--- config.mk ---
export PLATFORM = sky130hd
export DESIGN_NAME = bqf_filter
export DESIGN_NICKNAME = d
export VERILOG_FILES = /design/src/rtl/bqf_pkg.sv /design/src/rtl/bqf_filter.sv /design/src/rtl/bqf_match.sv
export SDC_FILE = /design/constraint.sdc
export NUM_CORES = 1
export LEC_CHECK = 0
export BUFFER_PORTS_ARGS = -buffer_cell sky130_fd_sc_hd__buf_2
export CAP_MARGIN = 20
export CORE_MARGIN = 1
export CORE_UTILIZATION = 51
export CTS_BUF_LIST = sky130_fd_sc_hd__clkbuf_16
export DETAILED_ROUTE_END_ITERATION = 8
export PLACE_DENSITY = 0.76
export SYNTH_ARGS = -nofsm -noshare
export SYNTH_HDL_FRONTEND = slang
export SYNTH_SLANG_ARGS = --single-unit
--- constraint.sdc ---
create_clock -name hclk -period 2.59 [get_ports hclk]
set_input_delay 0.259 -clock hclk [delete_from_list [all_inputs] [get_ports hclk]]
set_output_delay 0.259 -clock hclk [all_outputs]
set_load 0.05 [all_outputs]
--- src/rtl/bqf_pkg.sv ---
package bqf_pkg;
    // register byte offsets
    localparam logic [7:0] BQF_ESC_OFS = 8'h00;
    localparam logic [7:0] BQF_CC0_OFS = 8'h04;
    localparam logic [7:0] BQF_CC1_OFS = 8'h08;
    localparam logic [7:0] BQF_STAT_OFS = 8'h0c;
    localparam logic [31:0] BQF_ESC_RST = 32'h0000_0000;
    localparam logic [31:0] BQF_CCC_RST = 32'h0000_0000;

    // event_selection_control fields
    localparam int BQF_MASK_LSB = 9;
    localparam int BQF_MASK_MSB = 24;
    localparam int BQF_EVSEL_LSB = 25;
    localparam int BQF_EVSEL_MSB = 31;
    localparam logic [6:0] BQF_ALLOC_EVSEL = 7'h05;

    // counter_configuration_control fields
    localparam int BQF_CC_EN_BIT = 12;
    localparam int BQF_CC_SEL_LSB = 13;
    localparam int BQF_CC_SEL_MSB = 15;
    localparam int BQF_CC_EDGE_BIT = 24;
    localparam logic [2:0] BQF_ALLOC_CCSEL = 3'h7;

    // event mask bit positions
    localparam int BQF_KIND_LSB = 0;
    localparam int BQF_SIZE_LSB = 2;
    localparam int BQF_IO_BIT = 5;
    localparam int BQF_LOCK_BIT = 6;
    localparam int BQF_CACHE_BIT = 7;
    localparam int BQF_SPLIT_BIT = 8;
    localparam int BQF_DEMAND_BIT = 9;
    localparam int BQF_ORDER_BIT = 10;
    localparam int BQF_MEM_LSB = 11;

    // status fields
    localparam int BQF_STAT_HIT_BIT = 16;

    // request size encodings
    localparam logic [1:0] BQF_SIZE_ZERO = 2'h0;
    localparam logic [1:0] BQF_SIZE_ONE = 2'h1;
    localparam logic [1:0] BQF_SIZE_EIGHT = 2'h3;

    // memory kind encodings
    localparam logic [2:0] BQF_MEM_UNCACHEABLE = 3'h0;
    localparam logic [2:0] BQF_MEM_SPEC_COMBINED = 3'h1;
    localparam logic [2:0] BQF_MEM_WRITE_THROUGH = 3'h4;
    localparam logic [2:0] BQF_MEM_WP = 3'h5;
    localparam logic [2:0] BQF_MEM_WRITE_BACK = 3'h6;

    typedef struct packed {
        logic [2:0] mem;
        logic ordered;
        logic demand;
        logic split;
        logic cache;
        logic lock;
        logic io;
        logic [1:0] size;
        logic [1:0] kind;
    } bqf_attr_t;

    typedef struct packed {
        logic valid;
        bqf_attr_t attr;
    } bqf_req_t;

    typedef struct packed {
        logic hit;
    } bqf_match_st_t;

    typedef struct packed {
        logic [31:0] evsel;
        logic [31:0] cnt_cfg0;
        logic [31:0] cnt_cfg1;
        logic wr_pend;
        logic [7:0] wr_ofs;
        logic [31:0] rdata;
        logic vld_d;
        bqf_attr_t last_attr;
        logic last_hit;
        logic prev_hit;
        logic [1:0] cnt;
    } bqf_st_t;

    function automatic logic bqf_size_legal(input logic [1:0] s);
        return (s == BQF_SIZE_ZERO) || (s == BQF_SIZE_ONE) || (s == BQF_SIZE_EIGHT);
    endfunction

    function automatic logic bqf_mem_legal(input logic [2:0] m);
        return (m == BQF_MEM_UNCACHEABLE) || (m == BQF_MEM_SPEC_COMBINED) ||
               (m == BQF_MEM_WRITE_THROUGH) || (m == BQF_MEM_WP) ||
               (m == BQF_MEM_WRITE_BACK);
    endfunction

    function automatic logic bqf_cc_ok(input logic [31:0] c);
        return c[BQF_CC_EN_BIT] && (c[BQF_CC_SEL_MSB:BQF_CC_SEL_LSB] == BQF_ALLOC_CCSEL);
    endfunction
endpackage

--- src/rtl/bqf_filter.sv ---
// Implementation choices: the AHB-Lite slave port and the register addresses.
`timescale 1ns/1ps
// Function
// - each queue allocation that satisfies the programmed mask gives one count event, but a counter with edge bit 24 set counts a back-to-back run once.
// - the event goes only through event select code 5 and drives only counters 0 and 1.
// - mask bits 1:0 of selector bits 24:9 pick read, read-invalidate, write or writeback.
// - mask bits 3:2 pick zero, one or eight chunks by codes 0, 1 and 3.
// - mask bit 5 set requires an input or output request.
// - mask bit 6 set requires a locked request.
// - mask bit 7 set requires a cacheable request.
// - mask bit 8 set requires a chunk split across an 8-byte boundary.
// - mask bit 9 picks demand requests when set and prefetches when clear.
// - mask bit 10 set requires an ordered request.
// - mask bits 13:11 pick memory kind by codes 0, 1, 4, 5 and 6.
module bqf_filter (
    input wire logic hclk,
    input wire logic hresetn,
    input wire logic hsel,
    input wire logic [31:0] haddr,
    input wire logic [1:0] htrans,
    input wire logic hwrite,
    input wire logic [2:0] hsize,
    input wire logic [31:0] hwdata,
    input wire logic hready,
    output logic hreadyout,
    output logic [31:0] hrdata,
    output logic hresp,
    input bqf_pkg::bqf_req_t alloc,
    output logic [1:0] count_event
);
    bqf_pkg::bqf_st_t st_r;
    bqf_pkg::bqf_st_t st_nxt;
    logic hit;
    logic aph;
    logic sel_ok;
    logic [1:0] cc_ok;
    logic [1:0] edge_md;

    function automatic logic [31:0] reg_read(input bqf_pkg::bqf_st_t s,
                                             input logic [31:0] a);
        logic [31:0] v;
        v = 32'h0000_0000;
        if (a[31:8] == 24'h00_0000) begin
            case (a[7:0])
                bqf_pkg::BQF_ESC_OFS: v = s.evsel;
                bqf_pkg::BQF_CC0_OFS: v = s.cnt_cfg0;
                bqf_pkg::BQF_CC1_OFS: v = s.cnt_cfg1;
                bqf_pkg::BQF_STAT_OFS: begin
                    v[12:0] = s.last_attr;
                    v[bqf_pkg::BQF_STAT_HIT_BIT] = s.last_hit;
                end
                default: v = 32'h0000_0000;
            endcase
        end
        return v;
    endfunction

    bqf_match u_match (
        .hclk(hclk),
        .hresetn(hresetn),
        .req(alloc),
        .mask(st_r.evsel[bqf_pkg::BQF_MASK_MSB:bqf_pkg::BQF_MASK_LSB]),
        .hit(hit)
    );

    always_comb begin
        st_nxt = st_r;
        aph = hsel && htrans[1] && hready;
        // data phase of a pending write
        if (st_r.wr_pend) begin
            case (st_r.wr_ofs)
                bqf_pkg::BQF_ESC_OFS: st_nxt.evsel = hwdata;
                bqf_pkg::BQF_CC0_OFS: st_nxt.cnt_cfg0 = hwdata;
                bqf_pkg::BQF_CC1_OFS: st_nxt.cnt_cfg1 = hwdata;
                default: st_nxt.evsel = st_r.evsel;
            endcase
        end
        st_nxt.wr_pend = aph && hwrite && (haddr[31:8] == 24'h00_0000);
        st_nxt.wr_ofs = haddr[7:0];
        if (aph && !hwrite) begin
            st_nxt.rdata = reg_read(st_nxt, haddr);
        end
        // gating: event select code 5, counters 0 and 1 only
        sel_ok = st_r.evsel[bqf_pkg::BQF_EVSEL_MSB:bqf_pkg::BQF_EVSEL_LSB]
            == bqf_pkg::BQF_ALLOC_EVSEL;
        cc_ok[0] = bqf_pkg::bqf_cc_ok(st_r.cnt_cfg0);
        cc_ok[1] = bqf_pkg::bqf_cc_ok(st_r.cnt_cfg1);
        edge_md[0] = st_r.cnt_cfg0[bqf_pkg::BQF_CC_EDGE_BIT];
        edge_md[1] = st_r.cnt_cfg1[bqf_pkg::BQF_CC_EDGE_BIT];
        for (int i = 0; i < 2; i++) begin
            st_nxt.cnt[i] = hit && sel_ok && cc_ok[i] && (!edge_md[i] || !st_r.prev_hit);
        end
        st_nxt.prev_hit = hit;
        // status capture
        st_nxt.vld_d = alloc.valid;
        if (alloc.valid) begin
            st_nxt.last_attr = alloc.attr;
        end
        if (st_r.vld_d) begin
            st_nxt.last_hit = hit;
        end
    end

    always_ff @(posedge hclk or negedge hresetn) begin
        if (!hresetn) begin
            st_r <= '0;
            st_r.evsel <= bqf_pkg::BQF_ESC_RST;
            st_r.cnt_cfg0 <= bqf_pkg::BQF_CCC_RST;
            st_r.cnt_cfg1 <= bqf_pkg::BQF_CCC_RST;
        end else begin
            st_r <= st_nxt;
        end
    end

    assign hreadyout = 1'b1;
    assign hresp = 1'b0;
    assign hrdata = st_r.rdata;
    assign count_event = st_r.cnt;
endmodule // bqf_filter

--- src/rtl/bqf_match.sv ---
`timescale 1ns/1ps
module bqf_match (
    input wire logic hclk,
    input wire logic hresetn,
    input bqf_pkg::bqf_req_t req,
    input wire logic [15:0] mask,
    output logic hit
);
    bqf_pkg::bqf_match_st_t st_r;
    bqf_pkg::bqf_match_st_t st_nxt;
    logic kind_ok;
    logic size_ok;
    logic flag_ok;
    logic mem_ok;

    always_comb begin
        kind_ok = req.attr.kind == mask[bqf_pkg::BQF_KIND_LSB +: 2];
        size_ok = bqf_pkg::bqf_size_legal(mask[bqf_pkg::BQF_SIZE_LSB +: 2])
            && (req.attr.size == mask[bqf_pkg::BQF_SIZE_LSB +: 2]);
        flag_ok = (!mask[bqf_pkg::BQF_IO_BIT] || req.attr.io)
            && (!mask[bqf_pkg::BQF_LOCK_BIT] || req.attr.lock)
            && (!mask[bqf_pkg::BQF_CACHE_BIT] || req.attr.cache)
            && (!mask[bqf_pkg::BQF_SPLIT_BIT] || req.attr.split)
            && (req.attr.demand == mask[bqf_pkg::BQF_DEMAND_BIT])
            && (!mask[bqf_pkg::BQF_ORDER_BIT] || req.attr.ordered);
        mem_ok = bqf_pkg::bqf_mem_legal(mask[bqf_pkg::BQF_MEM_LSB +: 3])
            && (req.attr.mem == mask[bqf_pkg::BQF_MEM_LSB +: 3]);
        st_nxt.hit = req.valid && kind_ok && size_ok && flag_ok && mem_ok;
    end

    always_ff @(posedge hclk or negedge hresetn) begin
        if (!hresetn) begin
            st_r <= '0;
        end else begin
            st_r <= st_nxt;
        end
    end

    assign hit = st_r.hit;
endmodule // bqf_match

[Word level (Yosys, flattened, before mapping)]
Index checks and enable logic that the tools add are counted.
Storage, ports and cells
  flip-flop bits (word level): 156
  output and inout port bits: 36
Cells by class
  reduce and logical (&&, ||, !) cells: 50
  mux-type cells: 9
  equal/unequal tests: 18
Operators by type and width (number)
  2-to-1 mux 32 bit: 4
  2-to-1 mux 96 bit: 1
  one-hot mux 13 bit (4 select lines): 1
  one-hot mux 15 bit (3 select lines): 1
  equality test 8 x 4 -> 1 bit, second input constant: 3
  logical NOT 24 bit: 1
  logical AND 1 bit: 23
  equality test 8 x 3 -> 1 bit, second input constant: 2
  logical NOT 8 bit: 2
  equality test 3 bit, second input constant: 5
  logical OR 1 bit: 13
  logical NOT 1 bit: 9
  one-hot mux 3 bit (3 select lines): 1
  equality test 7 x 3 -> 1 bit, second input constant: 1
  equality test 2 bit: 2
  one-hot mux 1 bit (4 select lines): 1
  equality test 3 x 1 -> 1 bit, second input constant: 1
  equality test 3 bit: 1
  logical NOT 3 bit: 1
  equality test 2 x 1 -> 1 bit, second input constant: 1
  equality test 2 bit, second input constant: 1
  logical NOT 2 bit: 1
  equality test 1 bit: 1

[Logic depth before layout (Yosys ltp)]
  word-level depth: 9
  depth in mapped cells: 8
  depth with buffers taken out: 5

[Cells and area by module]
From an unflattened synthesis, not the netlist that was laid out.
Second synthesis, totals
  cell total of the unflattened synthesis: 623
  area total of the unflattened synthesis: 7360.8 um^2
By module, submodules not included
  bqf_filter: sequential area each 3878.7 um^2, instances 1, cells an instance 599, area an instance 7171.9 um^2
  bqf_match: sequential area each 25.0 um^2, instances 1, cells an instance 24, area an instance 188.9 um^2

[Worst setup path before layout]
Ideal clock, no wire load.
  kind: reg2reg
  start point: reg st_r[56] in the netlist's numbering
  end point: reg st_r, in the netlist hrdata[12]
  setup slack: 0.143 ns
  data required time: 2.448 ns
  setup time: 0.142 ns
  clock period less this slack: 2.447 ns
  path buffers: 3
  cell stages (with the launch flop): 9
  arrival: 2.305 ns
  cells stage by stage: dfrtp_1 > or4b_1 > buf_2 > or4_4 > buf_6 > buf_6 > mux2_4 > a32oi_1 > o221ai_1
RTL lines
  start, declared: line bqf_filter.sv:31  | bqf_pkg::bqf_st_t st_r;
  start signal, assigned: line bqf_filter.sv:111  | st_r <= st_nxt;

==> results.md <==
- Max-cap check violation count: 0
- Hold WS: 0.04568 ns
- Synth Flop Type: dfrtp_1
- Synth top area share: 53.77%
- CP startpoint kind: register
- Async set-reset flop share out of synthesis: 100.0%
- Fmax: 0.3983 GHz
- Overall routing resource usage: roughly 25%
- Worst Path Required: 2.87 ns
- Post-synthesis cell type count: 42
- Synth area leader: dfrtp_1
- Row cnt: 43
- Least-Margin Pin Slew: 0.6907 ns
- Setup TNS: 0 ns
- Status: finished, final reports clean
- Tcrit/Tclk final: 96.94%
- Post-DP HPWL: ~11 mm
- Pin count of the biggest net entering global routing: 74
- Post-synth EDFFs: 0
- Nets@finish: just over 800
- CTS tree: yes
- WL/cell: 18.95 um
- DRT antenna net count: 0
- Placed Instance Area: between 0.007 and 0.008 mm^2
- Final Core Density: 61.23%
- Hold path depth: 1
- Slew headroom: 53.96%
- Total CTS buffers: 17
- First-pass GRT wire length: 27.97 mm
- Setup crit end kind: register
- Overall power: between 5 and 6 mW
- Root Driver: clkbuf_16
- Reg2reg path depth: 6
- Worst Clk Skew: 0.009059 ns
- Clock Latency Late Sink: 0.43 ns
- Total gr overflow: 0
- Worst Setup Path Type: reg2reg
- RePlAce Congestion: 0.8066
- Synthesized area per cell: 11.40 um^2
- Leakage power: between 4 and 5 nW
- I/O Buffers: 117
- Fin crit period: about 2.5 ns
- Synth Register Bits: 156
- Starting Density: a little over half
- Clk sinks: 156
- Post-CTS Setup Inserts: 0
- Mapped Area: 0.007259 mm^2
- Via count: 5258
- Vias per inst: 5.728
- VDD IR max: 0.4815 mV
- # DRC: 0
- Die ar.: between 0.01 and 0.015 mm^2
- Largest cells by area after synthesis: dfrtp_1, mux2_2, mux2i_1
- Share of cells above drive strength 1: 31.75%
- CTS max path bufs: 2
- Max Fanout on Critical Path: 9
- Die Width: ~120 um
- CP arrival: 2.80 ns
- Synthesized instance count: roughly 640
- Syn. warnings: 0
- Fin area: roughly 0.0085 mm^2
- Vias in the first global route: approximately 5400
- Core ar.: between 0.01 and 0.015 mm^2
- Fin. Hold Viols: 0
- Clock-pin slew on the worst setup and hold paths: roughly 0.060 ns
- Drt total wl: 17.39 mm
- Drt first pass iters: 6
- RSZ-0062 raised after global routing: false
- # IOs: 124
- Max-slew violation count: 0
- Syn Nets: ~730
- P&R area growth vs syn: 17.08%
- DRT iter0 DRCs: approximately 480
- Pwr dens: 657.3 mW/mm^2
- Post-synthesis sequential area ratio: 53.77%
- Htree depth: 4
- HP Class: in2reg
- Die H: ~120 um
- Final Setup Violations: 0
- Number of antenna violations at the first check in global routing: 1
worst max-delay path: stages, from the launching register on:
cell      delay [ns]
dfrtp_1         0.37
or4b_1          0.57
or4_4           0.53
buf_4           0.22
mux2_4          0.32
a32oi_1         0.20
o221ai_1        0.17
final timing paths:
check | end | from | slack (ns)
max | hrdata[4] | st_r[56] | 0.08
min | st_r[53] | haddr[3] | 0.05
max reg2reg | hrdata[4] | st_r[56] | 0.08
min reg2reg | st_r[2] | u_match.hit | 0.45
max in group asynchronous | st_r[144] | hresetn | 1.38
min in group asynchronous | st_r[51] | hresetn | 0.39
report_power, final:
part	total [mW]	switching [mW]	leakage [nW]	internal (mW)
Combinational	0.420	0.235	2.15	0.185
Clock	2.57	1.04	0.288	1.53
Sequential	2.60	0.0579	1.91	2.54
cell usage in the layout, fill, tap and decap left out, types with 12 or more instances in the layout:
master	n
a2bb2oi_1	18
a32oi_1	14
buf_2	116
buf_4	18
clkbuf_16	17
dfrtp_1	156
inv_1	58
mux2_2	48
mux2_4	12
mux2i_1	50
nand2_1	50
nor2_1	31
o21ai_0	29
o221ai_1	32
o31a_1	14
cell usage after synthesis (3+ instances only):
master / count
nand3_1: 3
buf_4: 37
buf_1: 6
mux2i_1: 50
o221ai_1: 32
clkbuf_1: 26
o31a_1: 14
nand2_1: 51
buf_6: 3
mux2_4: 12
nor4_1: 8
nor3_1: 4
xnor2_1: 3
a2bb2oi_1: 18
dfrtp_1: 156
inv_1: 58
o21ai_0: 29
nand4_1: 5
mux2_2: 48
buf_2: 4
nor2_1: 31
a32oi_1: 14
layer usage:
metal / vias to the layer above / wire length (um) / track usage, %
li1: 2394 / - / -
met1: 2647 / 7421 / 32.12
met2: 185 / 8792 / 41.55
met3: 32 / 822 / 5.075
met4: 0 / 358 / 11.42
met5: - / 0 / 0
registers in the layout, indices dropped and copies added, names as in the netlist:
signal / flops
edge_md: 2
count_event: 2
st_r: 119
u_match.hit: 1
hrdata: 32
area by class of cell:
type	count	area [um^2]
Multi-Input combinational cell	347	2701
Tap cell	180	225.2
Antenna cell	1	2.502
Clock buffer	17	425.4
Sequential cell	156	3904
Fill cell	1122	5381
Clock inverter	15	186.4
Timing Repair Buffer	144	837.1
Inverter	58	217.7
cell families after synthesis:
kind of cell,Yosys count,synth area share [%]
compound gates,116,12.29
xor+xnor,4,0.4827
buf+inv,134,9.221
flops,156,53.77
mux,110,16.82
other cells,2,0.1035
simple gates,115,7.308
metrics by stage:
step | worst slack (ns) | instances
6_report | 0.07914 | 918
5_1_grt | 0.01261 | 918
4_1_cts | 0.007969 | 917
3_5_place_dp | 0.09052 | 878
3_3_place_gp | 0.1191 | 878
2_1_floorplan | 0.1429 | 637
what timing repair did:
| item | CTS | global route |
|---|---|---|
| hold endpoints to repair | 77 | 0 |
| hold buffers | 7 | 0 |
| setup endpoints to repair | 0 | 27 |
| gates resized for setup | 0 | 2 |
(Power assumes the default switching activity.)
